<file path="config.mk">
export PLATFORM = sky130hd
export DESIGN_NAME = afc_capture
export DESIGN_NICKNAME = d
export VERILOG_FILES = /design/src/afc_wb_slave.v /design/src/afc_irq.v /design/src/afc_capture.v
export VERILOG_INCLUDE_DIRS = /design/src
export SDC_FILE = /design/constraint.sdc
export NUM_CORES = 1
export LEC_CHECK = 0
export ABC_AREA = 1
export BUFFER_PORTS_ARGS = -buffer_cell sky130_fd_sc_hd__buf_4
export CAP_MARGIN = 30
export CORE_UTILIZATION = 30
export DETAILED_ROUTE_END_ITERATION = 10
export PLACE_DENSITY = 0.63
export SETUP_SLACK_MARGIN = 0.5
export SLEW_MARGIN = 20
export SYNTH_ARGS = -nofsm -noshare
export SYNTH_HDL_FRONTEND = slang
export SYNTH_SLANG_ARGS = --single-unit
</file>
<file path="constraint.sdc">
create_clock -name core_clk -period 2.2 [get_ports core_clk]
set_input_delay 0.33 -clock core_clk [delete_from_list [all_inputs] [get_ports core_clk]]
set_output_delay 0.33 -clock core_clk [all_outputs]
set_load 0.05 [all_outputs]
</file>
<file path="src/afc_map.vh">
/*
  Register map, field positions and reset values of the access fault
  capture block. Assumes a Wishbone slave with 32-bit data and word
  aligned registers; included by its bare name.
*/
`ifndef AFC_MAP_VH
`define AFC_MAP_VH

// ----------------------------------------------------------------------
// Register byte addresses
// ----------------------------------------------------------------------
`define AFC_ADDR_FAULT_RECORD  8'h00
`define AFC_ADDR_PC_CAPTURE    8'h04
`define AFC_ADDR_FLAGS_HIGH    8'h08
`define AFC_ADDR_FLAGS_LOW     8'h0C
`define AFC_ADDR_IRQ_STATUS    8'h10
`define AFC_ADDR_IRQ_MASK      8'h14

// Printed condition code byte addresses, kept as indices
`define AFC_IDX_FLAGS_HIGH     16'h0082
`define AFC_IDX_FLAGS_LOW      16'h0083

// ----------------------------------------------------------------------
// Fields and codes
// ----------------------------------------------------------------------
`define AFC_KIND_MSB           7
`define AFC_KIND_LSB           4
`define AFC_VIOL_MSB           3
`define AFC_VIOL_LSB           0
`define AFC_KIND_NONE          4'h0
`define AFC_KIND_OPCODE        4'h1
`define AFC_KIND_VECTOR        4'h2
`define AFC_KIND_LOAD          4'h3
`define AFC_KIND_STORE         4'h4
`define AFC_VIOL_NONE          4'h0
`define AFC_VIOL_ILLEGAL       4'h1
`define AFC_VIOL_ECC           4'h2
`define AFC_CLEAR_PATTERN      16'hFFFF

// Interrupt status bits
`define AFC_IRQ_ILLEGAL        0
`define AFC_IRQ_ECC            1
`define AFC_IRQ_WIDTH          2

// ----------------------------------------------------------------------
// Reset values
// ----------------------------------------------------------------------
`define AFC_RST_RECORD         16'h0000
`define AFC_RST_MASK           2'h0

`endif

</file>
<file path="src/afc_wb_slave.v">
/*
  Classic Wishbone slave front end for the access fault capture block.
  Answers every cycle with ack one clock after stb, drops it the next.
  Assumes a single clock and a synchronous active-low reset.
*/
`timescale 1ns/1ps

module afc_wb_slave (
  core_clk,
  rst_n,
  wb_cyc_i,
  wb_stb_i,
  wb_we_i,
  wb_ack_o,
  wr_pulse,
  rd_pulse
);
  input  wire       core_clk;
  input  wire       rst_n;
  input  wire       wb_cyc_i;
  input  wire       wb_stb_i;
  input  wire       wb_we_i;
  output reg        wb_ack_o;
  output wire       wr_pulse;
  output wire       rd_pulse;

  wire req;

  // Accept a new request only when ack is not already out
  assign req      = wb_cyc_i & wb_stb_i & ~wb_ack_o;
  assign wr_pulse = req & wb_we_i;
  assign rd_pulse = req & ~wb_we_i;

  // ----------------------------------------------------------------------
  // Acknowledge
  // ----------------------------------------------------------------------
  // One-cycle ack per request
  always @(posedge core_clk) begin
    if (!rst_n) begin
      wb_ack_o <= 1'b0;
    end else begin
      wb_ack_o <= req;
    end
  end
endmodule // afc_wb_slave

</file>
<file path="src/afc_irq.v">
/*
  Sticky interrupt status with write-one-to-clear, mask and a level
  output. Assumes set and clear pulses in the core clock domain.
*/
`timescale 1ns/1ps
`include "afc_map.vh"

module afc_irq #(
  parameter W = `AFC_IRQ_WIDTH
) (
  core_clk,
  rst_n,
  set_i,
  clr_i,
  mask_wr,
  mask_d,
  status_o,
  mask_o,
  irq_o
);
  input  wire         core_clk;
  input  wire         rst_n;
  input  wire [W-1:0] set_i;
  input  wire [W-1:0] clr_i;
  input  wire         mask_wr;
  input  wire [W-1:0] mask_d;
  output reg  [W-1:0] status_o;
  output reg  [W-1:0] mask_o;
  output reg          irq_o;

  wire [W-1:0] status_nxt;

  // Set wins over a clear in the same cycle
  assign status_nxt = (status_o & ~clr_i) | set_i;

  // Status, mask and registered interrupt level
  always @(posedge core_clk) begin
    if (!rst_n) begin
      status_o <= {W{1'b0}};
      mask_o   <= `AFC_RST_MASK;
      irq_o    <= 1'b0;
    end else begin
      status_o <= status_nxt;
      if (mask_wr) begin
        mask_o <= mask_d;
      end
      irq_o <= |(status_nxt & (mask_wr ? mask_d : mask_o));
    end
  end
endmodule // afc_irq

</file>
<file path="src/afc_capture.v">
/*
  Access fault capture: records access kind and violation kind of the
  first fault, latches program counter and condition code with it, and
  holds the record until software writes the clearing pattern.
  Assumes fault inputs are synchronous to core_clk, one-cycle pulses.
*/
`timescale 1ns/1ps
`include "afc_map.vh"

module afc_capture #(
  parameter PC_W = 24,
  parameter CC_W = 16
) (
  core_clk,
  rst_n,
  wb_cyc_i,
  wb_stb_i,
  wb_we_i,
  wb_adr_i,
  wb_dat_i,
  wb_sel_i,
  wb_dat_o,
  wb_ack_o,
  fault_illegal,
  fault_ecc,
  fault_kind,
  core_pc,
  core_flags,
  irq,
  fault_held
);
  input  wire            core_clk;
  input  wire            rst_n;
  input  wire            wb_cyc_i;
  input  wire            wb_stb_i;
  input  wire            wb_we_i;
  input  wire [7:0]      wb_adr_i;
  input  wire [31:0]     wb_dat_i;
  input  wire [3:0]      wb_sel_i;
  output reg  [31:0]     wb_dat_o;
  output wire            wb_ack_o;
  input  wire            fault_illegal;
  input  wire            fault_ecc;
  input  wire [3:0]      fault_kind;
  input  wire [PC_W-1:0] core_pc;
  input  wire [CC_W-1:0] core_flags;
  output wire            irq;
  output reg             fault_held;

  // ----------------------------------------------------------------------
  // Declarations
  // ----------------------------------------------------------------------
  reg  [15:0]     fault_record_r;
  reg  [15:0]     fault_record_nxt;
  reg  [PC_W-1:0] fault_pc_capture_r;
  reg  [CC_W-1:0] fault_flags_capture_r;
  reg  [31:0]     rd_nxt;
  reg  [3:0]      viol_code;
  wire            wr_pulse;
  wire            rd_pulse;
  wire            armed;
  wire            fault_any;
  wire            clear_hit;
  wire            mask_wr;
  wire            stat_wr;
  wire [1:0]      irq_status;
  wire [1:0]      irq_mask;
  wire [1:0]      irq_set;
  wire [1:0]      irq_clr;

  // Lane-aware 16-bit write test for the clearing pattern
  function is_clear;
    input [15:0] d;
    input [3:0]  s;
    begin
      is_clear = (s[1:0] == 2'b11) && (d == `AFC_CLEAR_PATTERN);
    end
  endfunction

  // ----------------------------------------------------------------------
  // Bus front end and interrupts
  // ----------------------------------------------------------------------
  afc_wb_slave u_wb (
    .core_clk (core_clk),
    .rst_n    (rst_n),
    .wb_cyc_i (wb_cyc_i),
    .wb_stb_i (wb_stb_i),
    .wb_we_i  (wb_we_i),
    .wb_ack_o (wb_ack_o),
    .wr_pulse (wr_pulse),
    .rd_pulse (rd_pulse)
  );

  assign mask_wr = wr_pulse & (wb_adr_i == `AFC_ADDR_IRQ_MASK) & wb_sel_i[0];
  assign stat_wr = wr_pulse & (wb_adr_i == `AFC_ADDR_IRQ_STATUS)
                   & wb_sel_i[0];
  assign irq_clr = stat_wr ? wb_dat_i[1:0] : 2'b00;

  afc_irq #(
    .W (`AFC_IRQ_WIDTH)
  ) u_irq (
    .core_clk (core_clk),
    .rst_n    (rst_n),
    .set_i    (irq_set),
    .clr_i    (irq_clr),
    .mask_wr  (mask_wr),
    .mask_d   (wb_dat_i[1:0]),
    .status_o (irq_status),
    .mask_o   (irq_mask),
    .irq_o    (irq)
  );

  // ----------------------------------------------------------------------
  // Fault detection
  // ----------------------------------------------------------------------
  // capture only when empty
  assign armed     = (fault_record_r == `AFC_RST_RECORD);
  assign fault_any = fault_illegal | fault_ecc;
  assign clear_hit = wr_pulse & (wb_adr_i == `AFC_ADDR_FAULT_RECORD)
                     & is_clear(wb_dat_i[15:0], wb_sel_i);
  // Interrupt events are the captures themselves
  assign irq_set   = (armed & fault_any) ?
                     {fault_ecc, ~fault_ecc} : 2'b00;

  // violation code, ECC ranks above illegal address
  always @* begin
    if (fault_ecc) begin
      viol_code = `AFC_VIOL_ECC;
    end else if (fault_illegal) begin
      viol_code = `AFC_VIOL_ILLEGAL;
    end else begin
      viol_code = `AFC_VIOL_NONE;
    end
  end

  // Next record value
  always @* begin
    fault_record_nxt = fault_record_r;
    if (armed && fault_any) begin
      fault_record_nxt = {8'h00, fault_kind, viol_code};
    end else if (clear_hit) begin
      fault_record_nxt = `AFC_RST_RECORD;
    end
  end

  // ----------------------------------------------------------------------
  // Capture registers
  // ----------------------------------------------------------------------
  // Record, PC and flags captured together; the clearing write resets only the record
  always @(posedge core_clk) begin
    if (!rst_n) begin
      fault_record_r        <= `AFC_RST_RECORD;
      fault_pc_capture_r    <= {PC_W{1'b0}};
      fault_flags_capture_r <= {CC_W{1'b0}};
      fault_held            <= 1'b0;
    end else begin
      fault_record_r <= fault_record_nxt;
      fault_held     <= (fault_record_nxt != `AFC_RST_RECORD);
      if (armed && fault_any) begin
        fault_pc_capture_r    <= core_pc;
        fault_flags_capture_r <= core_flags;
      end
    end
  end

  // ----------------------------------------------------------------------
  // Read data
  // ----------------------------------------------------------------------
  // Read mux; unmapped reads return zero
  always @* begin
    rd_nxt = 32'h0000_0000;
    case (wb_adr_i)
      `AFC_ADDR_FAULT_RECORD: rd_nxt[15:0] = fault_record_r;
      `AFC_ADDR_PC_CAPTURE:   rd_nxt[PC_W-1:0] = fault_pc_capture_r;
      `AFC_ADDR_FLAGS_HIGH:   rd_nxt[7:0] = fault_flags_capture_r[15:8];
      `AFC_ADDR_FLAGS_LOW:    rd_nxt[7:0] = fault_flags_capture_r[7:0];
      `AFC_ADDR_IRQ_STATUS:   rd_nxt[1:0] = irq_status;
      `AFC_ADDR_IRQ_MASK:     rd_nxt[1:0] = irq_mask;
      default:                rd_nxt = 32'h0000_0000;
    endcase
  end

  // Read data registered alongside ack
  always @(posedge core_clk) begin
    if (!rst_n) begin
      wb_dat_o <= 32'h0000_0000;
    end else if (rd_pulse) begin
      wb_dat_o <= rd_nxt;
    end
  end
endmodule // afc_capture

</file>
==> run_results.csv <==
group,metric,value,unit
timing,report.final.hold_viol_count,0,
synth,avgSynthCellArea,7.917,um^2
drt,wl,10.23,mm
timing,worst-slew-pin-transition,0.4908,ns
worst_setup_path,critical_path.endpoint_type,"flop",
cells_and_area,final_design_area_no_fill,4995,um^2
timing,timing.setup.tns,0,ns
run,cap_violations,0,
pwr,p_per_area,940.3,nW/um^2
timing,max-slew-margin-rel,67.03,%
cts,cts_root_buf,"sky130_fd_sc_hd__clkbuf_16",
drt,route.vias.total,3552,
pwr,ir_drop_worst_case_vdd,0.4017,mV
floorplanning,core_region_area,12160,um^2
global_route,grt.total_usage,15.86,%
cells_and_area,syn_to_final_growth,31.71,%
synth,seq_area_frac_synth,45.93,%
pwr,p_int,3.209,mW
cts,cts-root-to-sink-buffers,2,
floorplanning,start_util,31.18,%
placed_design,placement.io_buffers,103,
worst_setup_path,worst_setup_path_start_kind,"flop",
synth,synth-seq-cells,87,
floorplanning,top_level_ports,130,
global_route,grt_start_max_net_pins,47,
synth,synth_async_sr_flop_share,0,%
worst_setup_path,worstPathRequired,2.43,ns
drt,drtAntennaViolNets,0,
timing,fmaxAchievable,616.7,MHz
floorplanning,floorplan.rows,40,
global_route,globalRoute.totalOverflow,0,
worst_setup_path,data_arrival_critical_path,1.85,ns
placed_design,global_placer_s_final_weighted_congestion,0.8211,
worst_setup_path,crit_chain,"inv_1 -> nand3_2 -> nor4_4 -> nand2_4 -> buf_4 -> o21ai_1 -> a21oi_1",
synth,synth.distinct_cells,35,
cts,ctsHoldBuffers,0,
placed_design,place_hpwl,7.390,mm
floorplanning,die-area,13100,um^2
hold_path,holdCritPathClass,"input port to flop",
cells_and_area,final_layout_size_suffix_gt1_share,26.84,%
floorplanning,die_w,114.4,um
cts,h-tree-depth,3,
timing,final_min_period_over_clock_period,73.71,%
worst_setup_path,timing.critical_path.buf_inv,2,
global_route,via_count_of_the_first_global_routing_pass,3382,
cts,clkLatencyLatePin,0.34,ns
worst_setup_path,cpMaxStageDelayCell,"sky130_fd_sc_hd__nor4_4",
drt,drt-vias-per-instance,4.711,
floorplanning,floorplan.die.height,114.4,um
pwr,combPwrFrac,26.8,%
drt,dr.pass1.iters,4,
synth,netlist_instances,479,
timing,skew,0.008482,ns
cells_and_area,area_used_by_multi_input_combinational_logic,1610,um^2
synth,yosysWarningCount,0,
global_route,grt_first_pass_wirelength,16.11,mm
pwr,seq_power_share,41.7,%
worst_setup_path,cpLargestDelayFamily,"simple AND/OR/NAND/NOR gates",
cts,cts_tree,"yes",
cells_and_area,regArea,1742,um^2
timing,finalSetupViolations,0,
pwr,power.share.switching,31.67,%
worst_setup_path,critPathKind,"flop to flop",
synth,synth-edff-count,0,
pwr,share_clk_of_total_power,31.5,%
cells_and_area,fillers,1251,
outcome,run_status,"complete, no violations",
timing,rsz0062_at_grt,"true",
pwr,cellLeakagePower,2.175,nW
worst_setup_path,critical_path.max_fanout,17,
drt,drc_errors,0,
pwr,power_switching,1.488,mW
drt,detailedRoute.firstIterationViolations,180,
synth,dominantRegCellSynth,"sky130_fd_sc_hd__dfxtp_1",
cts,cts_made_buffers,9,
pwr,design_power_total,4.697,mW
global_route,grt_antenna_before_repair,0,
cells_and_area,finish.net_count,676,
cts,clk_pin_slew_worst_paths,0.07,ns
cts,tritoncts_num_sinks,87,
placed_design,postPlaceCellArea,4646,um^2
synth,synth.cell_area,3792,um^2
timing,period_needed,1.622,ns
drt,drt-wirelength-per-cell,13.56,um
timing,drv_slew,0,
worst_setup_path,critical-path-max-stage-delay,0.31,ns
area by class of cell:
cell class,instances,share of cell area (%)
diodes,1,0.05010
clock buffers,11,4.659
clock inverters,4,0.9519
inverters,77,5.787
multi-input cells,293,32.24
flip-flops and latches,87,34.87
well taps,168,4.208
repair buffers,113,17.23
power groups by stage:
| stage | logic [mW] | clock network [mW] | registers [mW] |
|---|---|---|---|
| after CTS | 1.19 | 1.50 | 1.96 |
| after detailed placement | 1.15 | 0 | 1.99 |
| final | 1.26 | 1.48 | 1.96 |
| after floorplan | 0.845 | 0 | 2.04 |
| after global routing | 1.38 | 1.58 | 1.98 |
| after global placement | 1.12 | 0 | 1.98 |
state kept, by name, indices dropped and copies added, names as in the netlist:
signal and count:
u_irq.mask_o 2, u_irq.irq_o 1, fault_pc_capture_r 24, fault_flags_capture_r 16, u_irq.status_o 2, fault_held 1
wb_dat_o 24, fault_record_r 16, u_wb.wb_ack_o 1
Yosys cell counts, drive strengths merged, types with 2 or more instances:
cell,count,area (um^2)
a21oi,57,285.3
a221oi,2,17.52
buf,20,163.9
clkbuf,10,37.54
clkinv,2,7.510
dfxtp,87,1742
inv,75,281.5
nand2,51,216.5
nand3,7,57.56
nand4,18,118.9
nor2,41,193.9
nor3,12,65.06
nor4,2,42.54
o211ai,8,60.06
o21ai,60,307.8
o221ai,7,61.31
o22ai,15,93.84
metrics by stage:
step,hold slack [ns],setup WS (ns),util [%],instances
2_1_floorplan,0.4255,0.6534,-,486
3_3_place_gp,0.4422,0.3741,38.20,731
3_5_place_dp,0.4495,0.3464,38.20,731
4_1_cts,0.2263,0.5027,40.64,748
5_1_grt,0.2418,0.4914,41.05,753
6_report,0.2287,0.5784,41.07,754
repair_timing:
item	in CTS	in global routing
gates cloned	1	0
endpoints found under the setup margin	2	29
buffers inserted	1	5
pin swaps	2	4
gates resized for setup	1	2
endpoints found under the hold margin	0	0
cells in the final DEF, fill, tap and decap left out, types with 11 or more instances in the layout:
cell type                 count
sky130_fd_sc_hd__o22ai_1     15
sky130_fd_sc_hd__nor2_1      33
sky130_fd_sc_hd__nand2_1     45
sky130_fd_sc_hd__o21ai_1     36
sky130_fd_sc_hd__nor3_1      11
sky130_fd_sc_hd__a21oi_1     57
sky130_fd_sc_hd__dfxtp_1     87
sky130_fd_sc_hd__o21ai_0     22
sky130_fd_sc_hd__inv_1       69
sky130_fd_sc_hd__buf_4      112
sky130_fd_sc_hd__nand4_1     17
final timing paths:
kind                                           end                          startpoint  slack [ns]  cells after the start
max          fault_flags_capture_r[8]$_SDFFE_PN0N_        fault_record_r[2]$_SDFF_PN0_        0.58                      7
min            fault_pc_capture_r[18]$_SDFFE_PN0N_                         core_pc[18]        0.23                      3
max reg2reg  fault_flags_capture_r[8]$_SDFFE_PN0N_        fault_record_r[2]$_SDFF_PN0_        0.58                      7
min reg2reg     fault_pc_capture_r[7]$_SDFFE_PN0N_  fault_pc_capture_r[7]$_SDFFE_PN0N_        0.46                      2
routing by layer:
layer / up-vias / part of all wire [%] / GRT usage [%]
met2: 95 / 46 / 26.38
met3: 13 / 7.3 / 5.400
li1: 1805 / - / -
met5: - / 0 / 0
met1: 1639 / 45 / 18.91
met4: 0 / 1.3 / 5.887
cell families (layout without fill, tap and decap cells):
| kind of cell | count (synthesis) | in the layout | synth area share [%] |
|---|---|---|---|
| buf+inv | 107 | 205 | 12.93 |
| other cells | 1 | 9 | 0.09888 |
| flops | 87 | 87 | 45.93 |
| simple gates | 132 | 133 | 18.48 |
| compound gates | 152 | 152 | 22.57 |
worst reg2reg max path, stage by stage, from the launching register on:
cell and delay (ns):
sky130_fd_sc_hd__dfxtp_1 0.30, sky130_fd_sc_hd__inv_1 0.17, sky130_fd_sc_hd__nand3_2 0.12, sky130_fd_sc_hd__nor4_4 0.31, sky130_fd_sc_hd__nand2_4 0.16, sky130_fd_sc_hd__buf_4 0.23, sky130_fd_sc_hd__o21ai_1 0.16, sky130_fd_sc_hd__a21oi_1 0.05
Note: power is estimated with default switching activity, not from simulation.
